===== src/design/amdec_pkg.sv =====
// Purpose: Shared constants and types for the operand addressing decoder.
// Assumes: Byte-wide program and data memory shared on one read port.
// Notes: Opcode rows are grouped by the high nibble of the opcode.
package amdec_pkg;
    localparam logic [7:0] PFX_ALT = 8'h90;
    localparam logic [7:0] PFX_IND = 8'h92;
    localparam logic [7:0] PFX_ALT_IND = 8'h91;
    localparam logic [7:0] OP_INTERRUPT_WAIT = 8'h8f;
    localparam logic [7:0] OP_OSC_STOP = 8'h8e;
    localparam logic [3:0] NIB_BITREL = 4'h0;
    localparam logic [3:0] NIB_BIT = 4'h1;
    localparam logic [3:0] NIB_REL = 4'h2;
    localparam logic [3:0] NIB_RMW_DIR = 4'h3;
    localparam logic [3:0] NIB_RMW_IDX_S = 4'h6;
    localparam logic [3:0] NIB_RMW_IDX_0 = 4'h7;
    localparam logic [3:0] NIB_IMM = 4'ha;
    localparam logic [3:0] NIB_DIR_S = 4'hb;
    localparam logic [3:0] NIB_DIR_L = 4'hc;
    localparam logic [3:0] NIB_IDX_L = 4'hd;
    localparam logic [3:0] NIB_IDX_S = 4'he;
    localparam logic [3:0] NIB_IDX_0 = 4'hf;
    localparam logic [15:0] ADDR_RESET = 16'h0000;
    localparam logic [15:0] SHORT_IDX_MAX = 16'h01fe;

    typedef enum logic [3:0] {
        AM_INH, AM_IMM, AM_DIR_S, AM_DIR_L, AM_IDX_0, AM_IDX_S, AM_IDX_L, AM_IND_S,
        AM_IND_L, AM_IIDX_S, AM_IIDX_L, AM_REL, AM_REL_I, AM_BIT, AM_BIT_I
    } amdec_mode_t;

    typedef struct packed {
        amdec_mode_t mode;
        logic [1:0] nStream;
        logic [1:0] nPtr;
        logic indexed;
        logic relative;
        logic bitRel;
        logic rmw;
    } amdec_dec_t;

    typedef struct packed {
        logic [15:0] pc;
        logic [7:0] idxX;
        logic [7:0] idxY;
    } amdec_req_t;

    typedef struct packed {
        amdec_mode_t mode;
        logic [7:0] opcode;
        logic useY;
        logic [15:0] effAddr;
        logic [7:0] operand;
        logic [15:0] jumpTarget;
        logic [15:0] pcNext;
        logic rmw;
        logic lowPower;
    } amdec_res_t;
endpackage


===== src/design/amdec_decoder.sv =====
// Purpose: Fetches prefix, opcode and operand bytes and forms the operand address.
// Assumes: Memory answers a held read with memAck and memData in one cycle or later.
// Notes: One instruction per start pulse; result stands until the next done.
// Operation
// - Inherent instructions are one byte, no operands.
// - Immediate fetches one byte used as operand.
// - Short direct uses one address byte, zero page.
// - Long direct uses two address bytes, full space.
// - Indexed address is unsigned index plus offset.
// - No-offset indexed uses index value directly.
// - Short indexed adds byte offset, reaches 1FE.
// - Long indexed adds word offset, full space.
// - Short indirect reads byte pointer in zero page.
// - Long indirect reads word pointer, full space.
// - Relative reach is -128..+127 from next instruction.
// - Read-modify-write rows use short addressing only.
// - Long variants cost extra bytes and cycles.
// - Inherent class includes wait and oscillator stop.
// - Relative adds signed byte, direct or from memory.
// - Indirect indexed adds index to fetched pointer.
// - Prefix 90 switches first index to second.
// - Prefix 92 turns direct and offset indexed into indirect.
`timescale 1ns/1ps
module amdec_decoder (
    input wire logic clk_sys,
    input wire logic sys_rst,
    input wire logic start,
    input wire amdec_pkg::amdec_req_t req,
    input wire logic memAck,
    input wire logic [7:0] memData,
    output logic memRd_r,
    output logic [15:0] memAddr_r,
    output logic busy_r,
    output logic done_r,
    output amdec_pkg::amdec_res_t result_r
);
    import amdec_pkg::*;

    typedef enum logic [5:0] {
        S_IDLE = 6'b000001,
        S_OPC = 6'b000010,
        S_STRM = 6'b000100,
        S_PTR = 6'b001000,
        S_TAIL = 6'b010000,
        S_DONE = 6'b100000
    } amdec_state_t;

    amdec_state_t state_r, state_nxt;
    amdec_dec_t dec_r, dec_nxt;
    amdec_res_t result_nxt;
    logic [15:0] pc_r, pc_nxt, buf_r, buf_nxt, ptr_r, ptr_nxt, memAddr_nxt;
    logic [7:0] idxX_r, idxX_nxt, idxY_r, idxY_nxt, op_r, op_nxt, rel_r, rel_nxt;
    logic [1:0] cnt_r, cnt_nxt;
    logic ind_r, ind_nxt, useY_r, useY_nxt, memRd_nxt, busy_nxt, done_nxt, ack;
    logic [15:0] base, effAddr;
    logic [7:0] idxSel, relOff;

    // Row table of the opcode map; only rows 0, 1, 3, 6 and 7 modify memory.
    function automatic amdec_dec_t decode(input logic [7:0] op, input logic ind);
        amdec_dec_t d;
        d = '0;
        d.mode = AM_INH;
        case (op[7:4])
            NIB_BITREL, NIB_BIT: begin
                d.mode = ind ? AM_BIT_I : AM_BIT;
                d.nStream = 2'd1;
                d.nPtr = {1'b0, ind};
                d.bitRel = (op[7:4] == NIB_BITREL);
                d.rmw = 1'b1;
            end
            NIB_REL: begin
                d.mode = ind ? AM_REL_I : AM_REL;
                d.nStream = 2'd1;
                d.nPtr = {1'b0, ind};
                d.relative = 1'b1;
            end
            NIB_RMW_DIR, NIB_DIR_S: begin
                d.mode = ind ? AM_IND_S : AM_DIR_S;
                d.nStream = 2'd1;
                d.nPtr = {1'b0, ind};
                d.rmw = (op[7:4] == NIB_RMW_DIR);
            end
            NIB_RMW_IDX_S, NIB_IDX_S: begin
                d.mode = ind ? AM_IIDX_S : AM_IDX_S;
                d.nStream = 2'd1;
                d.nPtr = {1'b0, ind};
                d.indexed = 1'b1;
                d.rmw = (op[7:4] == NIB_RMW_IDX_S);
            end
            NIB_RMW_IDX_0, NIB_IDX_0: begin
                d.mode = AM_IDX_0;
                d.indexed = 1'b1;
                d.rmw = (op[7:4] == NIB_RMW_IDX_0);
            end
            NIB_IMM: begin
                d.mode = AM_IMM;
                d.nStream = 2'd1;
            end
            NIB_DIR_L: begin
                d.mode = ind ? AM_IND_L : AM_DIR_L;
                d.nStream = ind ? 2'd1 : 2'd2;
                d.nPtr = ind ? 2'd2 : 2'd0;
            end
            NIB_IDX_L: begin
                d.mode = ind ? AM_IIDX_L : AM_IDX_L;
                d.nStream = ind ? 2'd1 : 2'd2;
                d.nPtr = ind ? 2'd2 : 2'd0;
                d.indexed = 1'b1;
            end
            default: d.mode = AM_INH;
        endcase
        return d;
    endfunction

    assign ack = memRd_r & memAck;

    // Address arithmetic on the collected bytes.
    always_comb begin
        base = (dec_r.nPtr != 2'd0) ? ptr_r : buf_r;
        idxSel = useY_r ? idxY_r : idxX_r;
        effAddr = dec_r.indexed ? base + {8'h00, idxSel} : base;
        relOff = dec_r.bitRel ? rel_r : base[7:0];
    end

    always_comb begin
        state_nxt = state_r;
        dec_nxt = dec_r;
        pc_nxt = pc_r;
        buf_nxt = buf_r;
        ptr_nxt = ptr_r;
        idxX_nxt = idxX_r;
        idxY_nxt = idxY_r;
        op_nxt = op_r;
        rel_nxt = rel_r;
        cnt_nxt = cnt_r;
        ind_nxt = ind_r;
        useY_nxt = useY_r;
        memAddr_nxt = memAddr_r;
        result_nxt = result_r;
        busy_nxt = busy_r;
        done_nxt = 1'b0;
        case (state_r)
            S_IDLE: begin
                if (start) begin
                    pc_nxt = req.pc;
                    idxX_nxt = req.idxX;
                    idxY_nxt = req.idxY;
                    ind_nxt = 1'b0;
                    useY_nxt = 1'b0;
                    memAddr_nxt = req.pc;
                    busy_nxt = 1'b1;
                    state_nxt = S_OPC;
                end
            end
            S_OPC: begin
                if (ack) begin
                    pc_nxt = pc_r + 16'h0001;
                    memAddr_nxt = pc_r + 16'h0001;
                    if (memData == PFX_ALT) begin
                        useY_nxt = 1'b1;
                    end else if (memData == PFX_IND) begin
                        ind_nxt = 1'b1;
                    end else if (memData == PFX_ALT_IND) begin
                        ind_nxt = 1'b1;
                        useY_nxt = 1'b1;
                    end else begin
                        op_nxt = memData;
                        dec_nxt = decode(memData, ind_r);
                        cnt_nxt = dec_nxt.nStream;
                        buf_nxt = '0;
                        ptr_nxt = '0;
                        rel_nxt = '0;
                        state_nxt = (dec_nxt.nStream != 2'd0) ? S_STRM : S_DONE;
                    end
                end
            end
            S_STRM: begin
                if (ack) begin
                    buf_nxt = {buf_r[7:0], memData};
                    pc_nxt = pc_r + 16'h0001;
                    memAddr_nxt = pc_r + 16'h0001;
                    cnt_nxt = cnt_r - 2'd1;
                    if (cnt_r == 2'd1) begin
                        if (dec_r.nPtr != 2'd0) begin
                            cnt_nxt = dec_r.nPtr;
                            memAddr_nxt = {8'h00, memData};
                            state_nxt = S_PTR;
                        end else begin
                            state_nxt = dec_r.bitRel ? S_TAIL : S_DONE;
                        end
                    end
                end
            end
            S_PTR: begin
                if (ack) begin
                    ptr_nxt = {ptr_r[7:0], memData};
                    memAddr_nxt = memAddr_r + 16'h0001;
                    cnt_nxt = cnt_r - 2'd1;
                    if (cnt_r == 2'd1) begin
                        memAddr_nxt = pc_r;
                        state_nxt = dec_r.bitRel ? S_TAIL : S_DONE;
                    end
                end
            end
            S_TAIL: begin
                if (ack) begin
                    rel_nxt = memData;
                    pc_nxt = pc_r + 16'h0001;
                    state_nxt = S_DONE;
                end
            end
            S_DONE: begin
                result_nxt.mode = dec_r.mode;
                result_nxt.opcode = op_r;
                result_nxt.useY = useY_r;
                result_nxt.effAddr = effAddr;
                result_nxt.operand = buf_r[7:0];
                // Counter already points past the jump here.
                result_nxt.jumpTarget = pc_r + {{8{relOff[7]}}, relOff};
                result_nxt.pcNext = pc_r;
                result_nxt.rmw = dec_r.rmw;
                result_nxt.lowPower = (dec_r.mode == AM_INH)
                    && (op_r == OP_INTERRUPT_WAIT || op_r == OP_OSC_STOP);
                done_nxt = 1'b1;
                busy_nxt = 1'b0;
                state_nxt = S_IDLE;
            end
            default: state_nxt = S_IDLE;
        endcase
        memRd_nxt = (state_nxt == S_OPC) || (state_nxt == S_STRM)
            || (state_nxt == S_PTR) || (state_nxt == S_TAIL);
    end

    always_ff @(posedge clk_sys) begin
        if (sys_rst) begin
            state_r <= S_IDLE;
            dec_r <= '0;
            pc_r <= ADDR_RESET;
            buf_r <= '0;
            ptr_r <= '0;
            idxX_r <= '0;
            idxY_r <= '0;
            op_r <= '0;
            rel_r <= '0;
            cnt_r <= '0;
            ind_r <= 1'b0;
            useY_r <= 1'b0;
            memRd_r <= 1'b0;
            memAddr_r <= ADDR_RESET;
            busy_r <= 1'b0;
            done_r <= 1'b0;
            result_r <= '0;
        end else begin
            state_r <= state_nxt;
            dec_r <= dec_nxt;
            pc_r <= pc_nxt;
            buf_r <= buf_nxt;
            ptr_r <= ptr_nxt;
            idxX_r <= idxX_nxt;
            idxY_r <= idxY_nxt;
            op_r <= op_nxt;
            rel_r <= rel_nxt;
            cnt_r <= cnt_nxt;
            ind_r <= ind_nxt;
            useY_r <= useY_nxt;
            memRd_r <= memRd_nxt;
            memAddr_r <= memAddr_nxt;
            busy_r <= busy_nxt;
            done_r <= done_nxt;
            result_r <= result_nxt;
        end
    end

    // Checker helpers: start address and prefix count of the current instruction.
    logic [15:0] pcStart_h, len_h;
    logic [1:0] pfx_h;
    always_ff @(posedge clk_sys) begin
        if (sys_rst) begin
            pcStart_h <= '0;
            pfx_h <= '0;
        end else if (state_r == S_IDLE && start) begin
            pcStart_h <= req.pc;
            pfx_h <= '0;
        end else if (state_r == S_OPC && ack
            && memData inside {PFX_ALT, PFX_IND, PFX_ALT_IND}) begin
            pfx_h <= pfx_h + 2'd1;
        end
    end
    assign len_h = result_r.pcNext - pcStart_h - {14'd0, pfx_h};
endmodule


===== config.mk =====
export PLATFORM = sky130hd
export DESIGN_NAME = amdec_decoder
export DESIGN_NICKNAME = d
export VERILOG_FILES = /design/src/design/amdec_pkg.sv /design/src/design/amdec_decoder.sv
export SDC_FILE = /design/constraint.sdc
export NUM_CORES = 1
export LEC_CHECK = 0
export BUFFER_PORTS_ARGS = -buffer_cell sky130_fd_sc_hd__buf_4
export CORE_ASPECT_RATIO = 1.1
export CORE_UTILIZATION = 30
export DETAILED_ROUTE_END_ITERATION = 6
export PLACE_DENSITY = 0.44
export SLEW_MARGIN = 20
export SYNTH_ARGS = -nofsm -noshare
export SYNTH_HDL_FRONTEND = slang
export SYNTH_SLANG_ARGS = --single-unit

===== constraint.sdc =====
create_clock -name clk_sys -period 4.35 [get_ports clk_sys]
set_clock_uncertainty 0.15 [all_clocks]
set_input_delay 1.305 -clock clk_sys [delete_from_list [all_inputs] [get_ports clk_sys]]
set_output_delay 1.305 -clock clk_sys [all_outputs]
set_load 0.005 [all_outputs]

==> summary.txt, run 1 <==
slew margin rel.: 46.9%
Slew @ Worst Pin: 0.797 ns
Distinct cells, synth: 84
diode count: 0
status: complete, no violations
GR Overflow Total: 0
Crit Path Category: reg -> reg
final antenna-violating net count: 0
layout cells sized above 1: 17.1%
WL final: 35.1 mm
worst hold slack: 0.301 ns
cell area after layout: 12200 sq um
core box area: 33500 sq um
CP required: 4.60 ns
# IOs: 134
Pre-antenna DRT Iters: 5
synthesized instance count: 1308
Switching Fraction: 29.0%
Crit. End Element: register
CTS tree: yes
Slew Limit Fails: 0
CP Cell Sequence: or2_2, mux2_2, mux2_2, ha_1, fa_1, a211oi_1, nor2_1, o211ai_1, o211ai_1, nor4b_2, a211o_1
Reg area: 3780 sq um
slowest cell delay on critical path: 0.46 ns
vias in the first global route: 9579
CP Launch Type: register
Reg power frac: 46.6%
post-route minimum period: 3.70 ns
Post-synth ARST share: 0%
Internal: 2.84 mW
die area: 34900 sq um
Lkg Pwr: 4.56 nW
Worst-path clk slew: 0.08 ns
CTS Sinks: 189
Max Cap Violations: 0
largest net degree at the start of global routing: 97
final hold vios: 0
clock share of power: 42.0%
Highest Clock Rate: 271 MHz
Main synth FF type: dfxtp_1
Final period util: 85.0%
Initial Utilization: 30.6%
sw power: 1.16 mW
# H-tree levels: 4
Mean Syn Cell Area: 7.82 sq um
first-pass GRT wire length: 55.3 mm
Layout Utilization: 36.4%
most frequent cells in the layout: 245 x nand2_1, 189 x dfxtp_1, 154 x a21oi_1
per-cell routed wire length: 19.2 um
GRT Overall Usage: 20.6%
wire length on met2: 16.9 mm
total power: 4.00 mW
cts bufs inserted: 17
Die Wd: 178 um
non-filler cells, final: 1832
syn nets: 1380
Comb pwr share: 11.4%
register area share after synthesis: 37.0%
routed vias: 9744
CP max FO: 13
Root Driver: clkbuf_16
post-route setup slack: 0.653 ns
vias per cell: 5.32
initial antenna violation count: 0
Post-CTS Setup Inserts: 0
DRT iter0 DRCs: 614
number of flops mapped to enable cells by yosys: 0
RSZ-0062 raised after global routing: false
num rows: 70
post-synthesis cell area: 10200 sq um
Fill cells: 3610
critical path arrival: 3.95 ns
power per cell area: 328 nW/um^2
Final HPWL DP: 24.4 mm
WL met1: 16.3 mm
Highest Signal Layer: met4
die height: 196 um
wire length on met3: 1.20 mm
commonest non-fill, non-tap cell in the layout: nand2_1
deepest clock path buffer count: 2
VDD IR max: 262 uV
cts hold-fix bufs: 0
DRC errors left: 0
Setup-failing EPs final: 0
Hold Crit Class: reg -> reg
TNS Setup: 0 ns
Yosys warnings: 0
flops & latches, synth: 189
fin nets: 1459
Post-Place Setup Slack: 0.652 ns
gpl congestion: 0.842
Port Buffers: 133
Placed Instances: 1800
area added between synthesis and finish: 19.1%
area of the multi-input gates: 6010 sq um
Clock Latency Late Sink: 0.45 ns
Post-CTS Resized: 0
CP max stage cell: fa_1
dpl cell area: 11600 sq um
## worst max-delay path, delay by kind of cell (launching register included)
family,cells,cell delay (ns)
fa+ha+maj,2,0.69
mux,2,0.67
flops,1,0.43
simple gates,3,0.70
compound gates,4,1.01
## sequential cells by signal, indices dropped and copies added, names as in the netlist, 6 cells and up
signal	count
buf_r	16
dec_r	9
idxX_r	8
idxY_r	8
memAddr_r	16
op_r	8
pc_r	16
ptr_r	16
rel_r	8
result_r	71
state_r	6
## Yosys cell counts (all sizes together), types with 3 or more instances
cell type / count / share of area (%)
nor2: 104 / 3.9
a32o: 3 / 0.29
nor3: 34 / 1.7
buf: 26 / 1.3
nor2b: 10 / 0.61
nand2: 246 / 9.0
a311oi: 7 / 0.60
nor4b: 4 / 0.53
dfxtp: 189 / 37
a221oi: 8 / 0.86
a222oi: 5 / 0.49
a2111oi: 3 / 0.32
nand3: 62 / 3.0
inv: 15 / 0.55
o211ai: 11 / 0.81
o211a: 4 / 0.39
and2: 10 / 0.61
nand4b: 3 / 0.26
xnor2: 28 / 2.4
mux2i: 14 / 1.4
nand4: 12 / 0.73
o21a: 5 / 0.37
nand3b: 4 / 0.29
a21o: 9 / 0.66
mux2: 30 / 3.3
nor3b: 6 / 0.49
or3: 3 / 0.18
clkbuf: 69 / 2.5
o22ai: 3 / 0.24
ha: 26 / 3.2
xor2: 16 / 1.4
a211oi: 25 / 2.0
a21oi: 154 / 7.5
and4: 3 / 0.26
o21ai: 56 / 2.8
nand2b: 11 / 0.67
o21bai: 6 / 0.44
nor4: 12 / 1.1
a22oi: 19 / 1.4
a31oi: 10 / 0.61
a211o: 6 / 0.51
o221ai: 3 / 0.26
## cell type report
cell class	instances	area share [%]
multi-input combinational	1009	49.3
sequential	189	31.0
timing repair buffer	155	9.68
tap	432	4.43
clock buffer	17	3.49
clock inverter	15	1.59
inverter	15	0.462
## cell families (layout without fill, tap and decap cells)
kind of cell	Yosys count	count (layout)	share of synthesized area, %
and+or+nand+nor	535	535	24.3
AOI/OAI and AO/OA	358	358	22.3
DFF	189	189	37.0
buffers and inverters	110	202	4.39
xor gates and xnor gates	44	44	3.77
muxes	44	44	4.67
adders and majority gates	28	28	3.57
## power by group through the flow
stage	sequential [mW]	clock [mW]	combinational (mW)
floorplan	1.87	0	0.297
global placement	1.91	0	0.461
detailed placement	1.91	0	0.460
CTS	1.87	1.73	0.462
global route	1.88	1.80	0.507
finish	1.87	1.68	0.457
## routing by layer
layer / vias to the layer above / global-route usage, %
met2: 197 / 34.2
met5: - / 0
met1: 4669 / 27.0
li1: 4837 / -
met3: 41 / 2.75
met4: 0 / 7.25
## worst paths after layout
kind | from | to | slack, ns | cells after the start
max | dec_r[4] | result_r[32] | 0.65 | 11
min | idxY_r[3] | idxY_r[3] | 0.30 | 2
max reg2reg | dec_r[4] | result_r[32] | 0.65 | 11
min reg2reg | idxY_r[3] | idxY_r[3] | 0.30 | 2
Power figures use the tool's default switching activity.
==> inputs of run 2 (changes only) <==
--- a/config.mk
+++ b/config.mk
@@ -9,7 +9,7 @@
 export CORE_ASPECT_RATIO = 1.1
 export CORE_UTILIZATION = 30
 export DETAILED_ROUTE_END_ITERATION = 6
-export PLACE_DENSITY = 0.44
+export PLACE_DENSITY = 0.46
 export SLEW_MARGIN = 20
 export SYNTH_ARGS = -nofsm -noshare
 export SYNTH_HDL_FRONTEND = slang
==> constraint.sdc (replaced) <==
create_clock -name clk_sys -period 3.4 [get_ports clk_sys]
set_clock_uncertainty 0.15 [all_clocks]
set_input_delay 1.02 -clock clk_sys [delete_from_list [all_inputs] [get_ports clk_sys]]
set_output_delay 1.02 -clock clk_sys [all_outputs]
set_load 0.005 [all_outputs]
==> run 2 against run 1 <==
Compared with the run above: critical path depth did not move; worst hold slack improved by 0.0025 ns; total power is 26% higher; non-clock buffer count is 23 higher; largest power group unchanged.
==> summary.txt, run 2 (synthesis gave the netlist of run 1 again) <==
status: complete, no violations
gpl congestion: 0.843
vias in the first global route: 9648
FF-to-FF setup slack: 0.18 ns
vias per cell: 5.31
CP Launch Type: register
Fill cells: 3610
routed vias: 9848
RSZ-0062 raised after global routing: true
slowest cell delay on critical path: 0.43 ns
Worst-path clk slew: 0.08 ns
Highest Clock Rate: 311 MHz
power per cell area: 408 nW/um^2
Root Driver: clkbuf_16
Pre-antenna DRT Iters: 5
GRT Overall Usage: 20.3%
critical path arrival: 3.47 ns
non-filler cells, final: 1855
first-pass GRT wire length: 54.5 mm
Reg power frac: 47.1%
# IOs: 134
Hold Path Origin: rel_r[0]
largest net degree at the start of global routing: 63
Internal: 3.59 mW
Die Wd: 178 um
Max Cap Violations: 0
Slew @ Worst Pin: 0.676 ns
slew margin rel.: 55.0%
CP Cell Sequence: or2_2, mux2_2, mux2_2, ha_1, fa_2, a211oi_4, o21ai_0, a21oi_1, o21ai_0, nor4b_2, a211o_1
reg2reg path depth: 11
initial antenna violation count: 0
cts hold-fix bufs: 0
worst hold slack: 0.303 ns
Slew Limit Fails: 0
die height: 196 um
deepest clock path buffer count: 2
FF-to-FF Start: dec_r[5]
area of the multi-input gates: 6030 sq um
DRC errors left: 0
num rows: 70
post-route minimum period: 3.22 ns
Crit. End Element: register
area added between synthesis and finish: 21.1%
Clock Latency Late Sink: 0.45 ns
diode count: 0
r2r endpoint: result_r[28]
clock share of power: 40.9%
Largest Register: result_r
final antenna-violating net count: 0
commonest non-fill, non-tap cell in the layout: nand2_1
per-cell routed wire length: 18.8 um
CTS Sinks: 189
Lkg Pwr: 4.69 nW
Critical path origin: dec_r[5]
# H-tree levels: 4
CP max FO: 3
Comb pwr share: 12.0%
Switching Fraction: 29.0%
DRT iter0 DRCs: 671
Reg area: 3780 sq um
CP max stage cell: fa_2
cts bufs inserted: 17
Setup-failing EPs final: 0
most frequent cells in the layout: 245 x nand2_1, 189 x dfxtp_1, 173 x buf_4
fin nets: 1482
die area: 34900 sq um
Initial Utilization: 30.6%
CTS tree: yes
Final period util: 94.7%
Final HPWL DP: 24.9 mm
Crit Path Category: reg -> reg
Post-CTS Resized: 0
layout cells sized above 1: 18.7%
VDD IR max: 349 uV
Port Buffers: 133
final hold vios: 0
WL final: 34.8 mm
Post-CTS Setup Inserts: 0
CP Capture Point: result_r[28]
Largest register FFs: 71
CP required: 3.65 ns
Placed Instances: 1823
GR Overflow Total: 0
sw power: 1.46 mW
core box area: 33500 sq um
Hold Crit Class: reg -> reg
run 2: power by group through the flow:
| stage | registers, mW | logic [mW] | clock network [mW] |
|---|---|---|---|
| floorplan | 2.39 | 0.380 | 0 |
| global placement | 2.43 | 0.607 | 0 |
| finish | 2.38 | 0.606 | 2.06 |
| detailed placement | 2.43 | 0.609 | 0 |
| CTS | 2.38 | 0.611 | 2.13 |
| global route | 2.39 | 0.673 | 2.21 |
run 2: area by class of cell:
type,count,area share [%]
Tap cell,432,4.36
Clock inverter,14,1.23
Multi-Input combinational cell,1009,48.7
Clock buffer,18,3.54
Inverter,15,0.454
Timing Repair Buffer,178,11.2
Sequential cell,189,30.5
run 2: critical path: cells and delay by family (launching register included):
kind / cells / cell delay [ns]
multiplexers: 2 / 0.57
adder cells (fa/ha/maj): 2 / 0.67
flip-flops: 1 / 0.31
AND/OR/NAND/NOR: 2 / 0.53
AO/OA/AOI/OAI: 5 / 0.94
run 2: layer usage:
layer | vias to the layer above | part of all wire, % | global-route usage, %
met3 | 49 | 3.4 | 2.62
met4 | 0 | 2.6 | 7.53
met2 | 210 | 48 | 34.0
met5 | - | 0 | 0
li1 | 4871 | - | -
met1 | 4718 | 46 | 26.4
run 2: worst min-delay path by stage:
| stage | end | depth (start not counted) |
|---|---|---|
| 2_1_floorplan | rel_r[2] | 2 |
| 3_3_place_gp | ptr_r[15] | 2 |
| 6_report | rel_r[0] | 2 |
| 5_1_grt | result_r[23] | 2 |
| 3_5_place_dp | rel_r[0] | 2 |
| 4_1_cts | rel_r[0] | 2 |
run 2: stage by stage:
| step | setup TNS, ns | setup slack, ns | utilization (%) | total power, mW | instance area, sq um |
|---|---|---|---|---|---|
| floorplan | 0 | 0.0245 | - | 2.77 | 10200 |
| global placement | 0 | 0.0409 | 35.2 | 3.04 | 11800 |
| detailed placement | 0 | 0.0479 | 35.2 | 3.04 | 11800 |
| CTS | 0 | 0.0190 | 37.0 | 5.12 | 12400 |
| global route | -0.0115 | -0.0115 | 37.0 | 5.28 | 12400 |
| finish | 0 | 0.180 | 37.0 | 5.05 | 12400 |
==> inputs of run 3 (changes only) <==
--- a/config.mk
+++ b/config.mk
@@ -6,7 +6,7 @@
 export NUM_CORES = 1
 export LEC_CHECK = 0
 export BUFFER_PORTS_ARGS = -buffer_cell sky130_fd_sc_hd__buf_4
-export CORE_ASPECT_RATIO = 1.1
+export CAP_MARGIN = 20
 export CORE_UTILIZATION = 30
 export DETAILED_ROUTE_END_ITERATION = 6
 export PLACE_DENSITY = 0.46
==> run 3 against run 2 <==
Compared with the run above: fmax is 1.2% lower; sequential power hardly changed; utilization hardly changed; final cell count is 0.92% higher; total power is 0.70% higher; routed wire length is 2.0% lower; register-to-register slack worse by 0.04 ns; worst hold slack worse by 0.00074 ns.
==> summary.txt, run 3 (synthesis gave the netlist of run 1 again) <==
core box area: 33500 sq um
FF-to-FF Start: dec_r[5]
WL final: 34.1 mm
dpl cell area: 11800 sq um
Clock Latency Late Sink: 0.45 ns
CTS Sinks: 189
critical path arrival: 3.43 ns
Root Driver: clkbuf_16
reg2reg path depth: 13
cts hold-fix bufs: 0
die height: 187 um
Worst-path clk slew: 0.08 ns
Largest Register: result_r
# H-tree levels: 4
routed vias: 9798
Crit Path Category: reg -> reg
VDD IR max: 376 uV
Max Cap Violations: 0
vias in the first global route: 9560
layout cells sized above 1: 18.8%
Final period util: 95.9%
area added between synthesis and finish: 21.5%
CP Launch Type: register
Slew Limit Fails: 0
Critical path origin: dec_r[5]
per-cell routed wire length: 18.2 um
Slew @ Worst Pin: 0.818 ns
cts bufs inserted: 17
Reg power frac: 46.7%
sw power: 1.45 mW
die area: 34900 sq um
non-filler cells, final: 1872
CP required: 3.57 ns
fin nets: 1483
CP Capture Point: result_r[30]
Largest register FFs: 71
Internal: 3.64 mW
DRT iter0 DRCs: 501
final hold vios: 0
Post-Place Setup Slack: 0.0289 ns
Die Wd: 187 um
Pre-antenna DRT Iters: 5
gpl congestion: 0.860
worst hold path cell count: 2
Fill cells: 3540
Final HPWL DP: 24.4 mm
# IOs: 134
Hold Crit Class: reg -> reg
Placed Instances: 1839
cell area after layout: 12400 sq um
slew margin rel.: 45.4%
Lkg Pwr: 4.70 nW
worst hold slack: 0.302 ns
largest net degree at the start of global routing: 81
GRT Overall Usage: 19.6%
post-route minimum period: 3.26 ns
most frequent cells in the layout: 245 x nand2_1, 189 x dfxtp_1, 174 x buf_4
DRC errors left: 0
clock share of power: 41.4%
post-route setup slack: 0.140 ns
deepest clock path buffer count: 2
final antenna-violating net count: 0
vias per cell: 5.23
num rows: 67
Crit. End Element: register
diode count: 0
Port Buffers: 133
commonest non-fill, non-tap cell in the layout: nand2_1
CP max FO: 3
initial antenna violation count: 0
r2r endpoint: result_r[30]
status: complete, no violations
GR Overflow Total: 0
Comb pwr share: 11.9%
Switching Fraction: 28.5%
power per cell area: 409 nW/um^2
FF-to-FF setup slack: 0.14 ns
first-pass GRT wire length: 54.1 mm
CTS tree: yes
Initial Utilization: 30.5%
Highest Clock Rate: 307 MHz
Setup-failing EPs final: 0
[run 3: worst min path at each step]
stage            startpoint           end  slack [ns]
3_3_place_gp      ptr_r[15]     ptr_r[15]        0.29
3_5_place_dp      idxX_r[1]     idxX_r[1]        0.29
6_report           rel_r[7]      rel_r[7]        0.30
2_1_floorplan      rel_r[2]      rel_r[2]        0.28
5_1_grt        result_r[27]  result_r[27]        0.32
4_1_cts            rel_r[7]      rel_r[7]        0.30
[run 3: stage by stage]
stage / TNS, ns / util, % / power (mW)
2_1_floorplan: 0 / - / 2.77
3_3_place_gp: 0 / 35.2 / 3.03
3_5_place_dp: 0 / 35.2 / 3.04
4_1_cts: 0 / 37.0 / 5.16
5_1_grt: -0.0183 / 37.1 / 5.32
6_report: 0 / 37.1 / 5.09
[run 3: power groups by stage]
stage	registers (mW)	clock network [mW]	logic, mW
after floorplan	2.39	0	0.380
after global placement	2.43	0	0.605
after detailed placement	2.43	0	0.605
after CTS	2.38	2.17	0.609
after global routing	2.39	2.26	0.665
final	2.38	2.11	0.603
[run 3: what timing repair did]
| item | 4_1_cts | 5_1_grt |
|---|---|---|
| endpoints found under the setup margin | 1 | 4 |
| hold endpoints to repair | 0 | 0 |
| gates cloned | 0 | 0 |
| setup buffers | 0 | 1 |
| pin swaps | 0 | 2 |
| gates resized for setup | 1 | 7 |
[run 3: worst max-delay path, stage by stage, from the launching register on]
cell	delay, ns
dfxtp_1	0.31
or2_2	0.31
mux2_2	0.31
mux2_2	0.27
ha_1	0.24
fa_2	0.42
a211oi_4	0.28
nor2_1	0.10
o211ai_1	0.26
buf_4	0.16
buf_4	0.09
nand2b_1	0.05
nand4b_1	0.09
o211ai_1	0.08
[run 3: cell type report]
type                            instances  area, sq um  share of cell area (%)
Timing Repair Buffer                  179         1400                    11.2
Inverter                               15         56.3                   0.453
Tap cell                              448          561                    4.51
Clock buffer                           18          429                    3.45
Multi-Input combinational cell       1009         6040                    48.6
Sequential cell                       189         3780                    30.4
Clock inverter                         14          169                    1.36
[run 3: per-layer routing]
metal | GRT usage, % | vias up | part of all wire [%]
met4 | 5.49 | 0 | 1.7
met2 | 33.1 | 196 | 48
met3 | 3.03 | 29 | 3.3
met5 | 0 | - | 0
met1 | 25.9 | 4698 | 47
li1 | - | 4875 | -
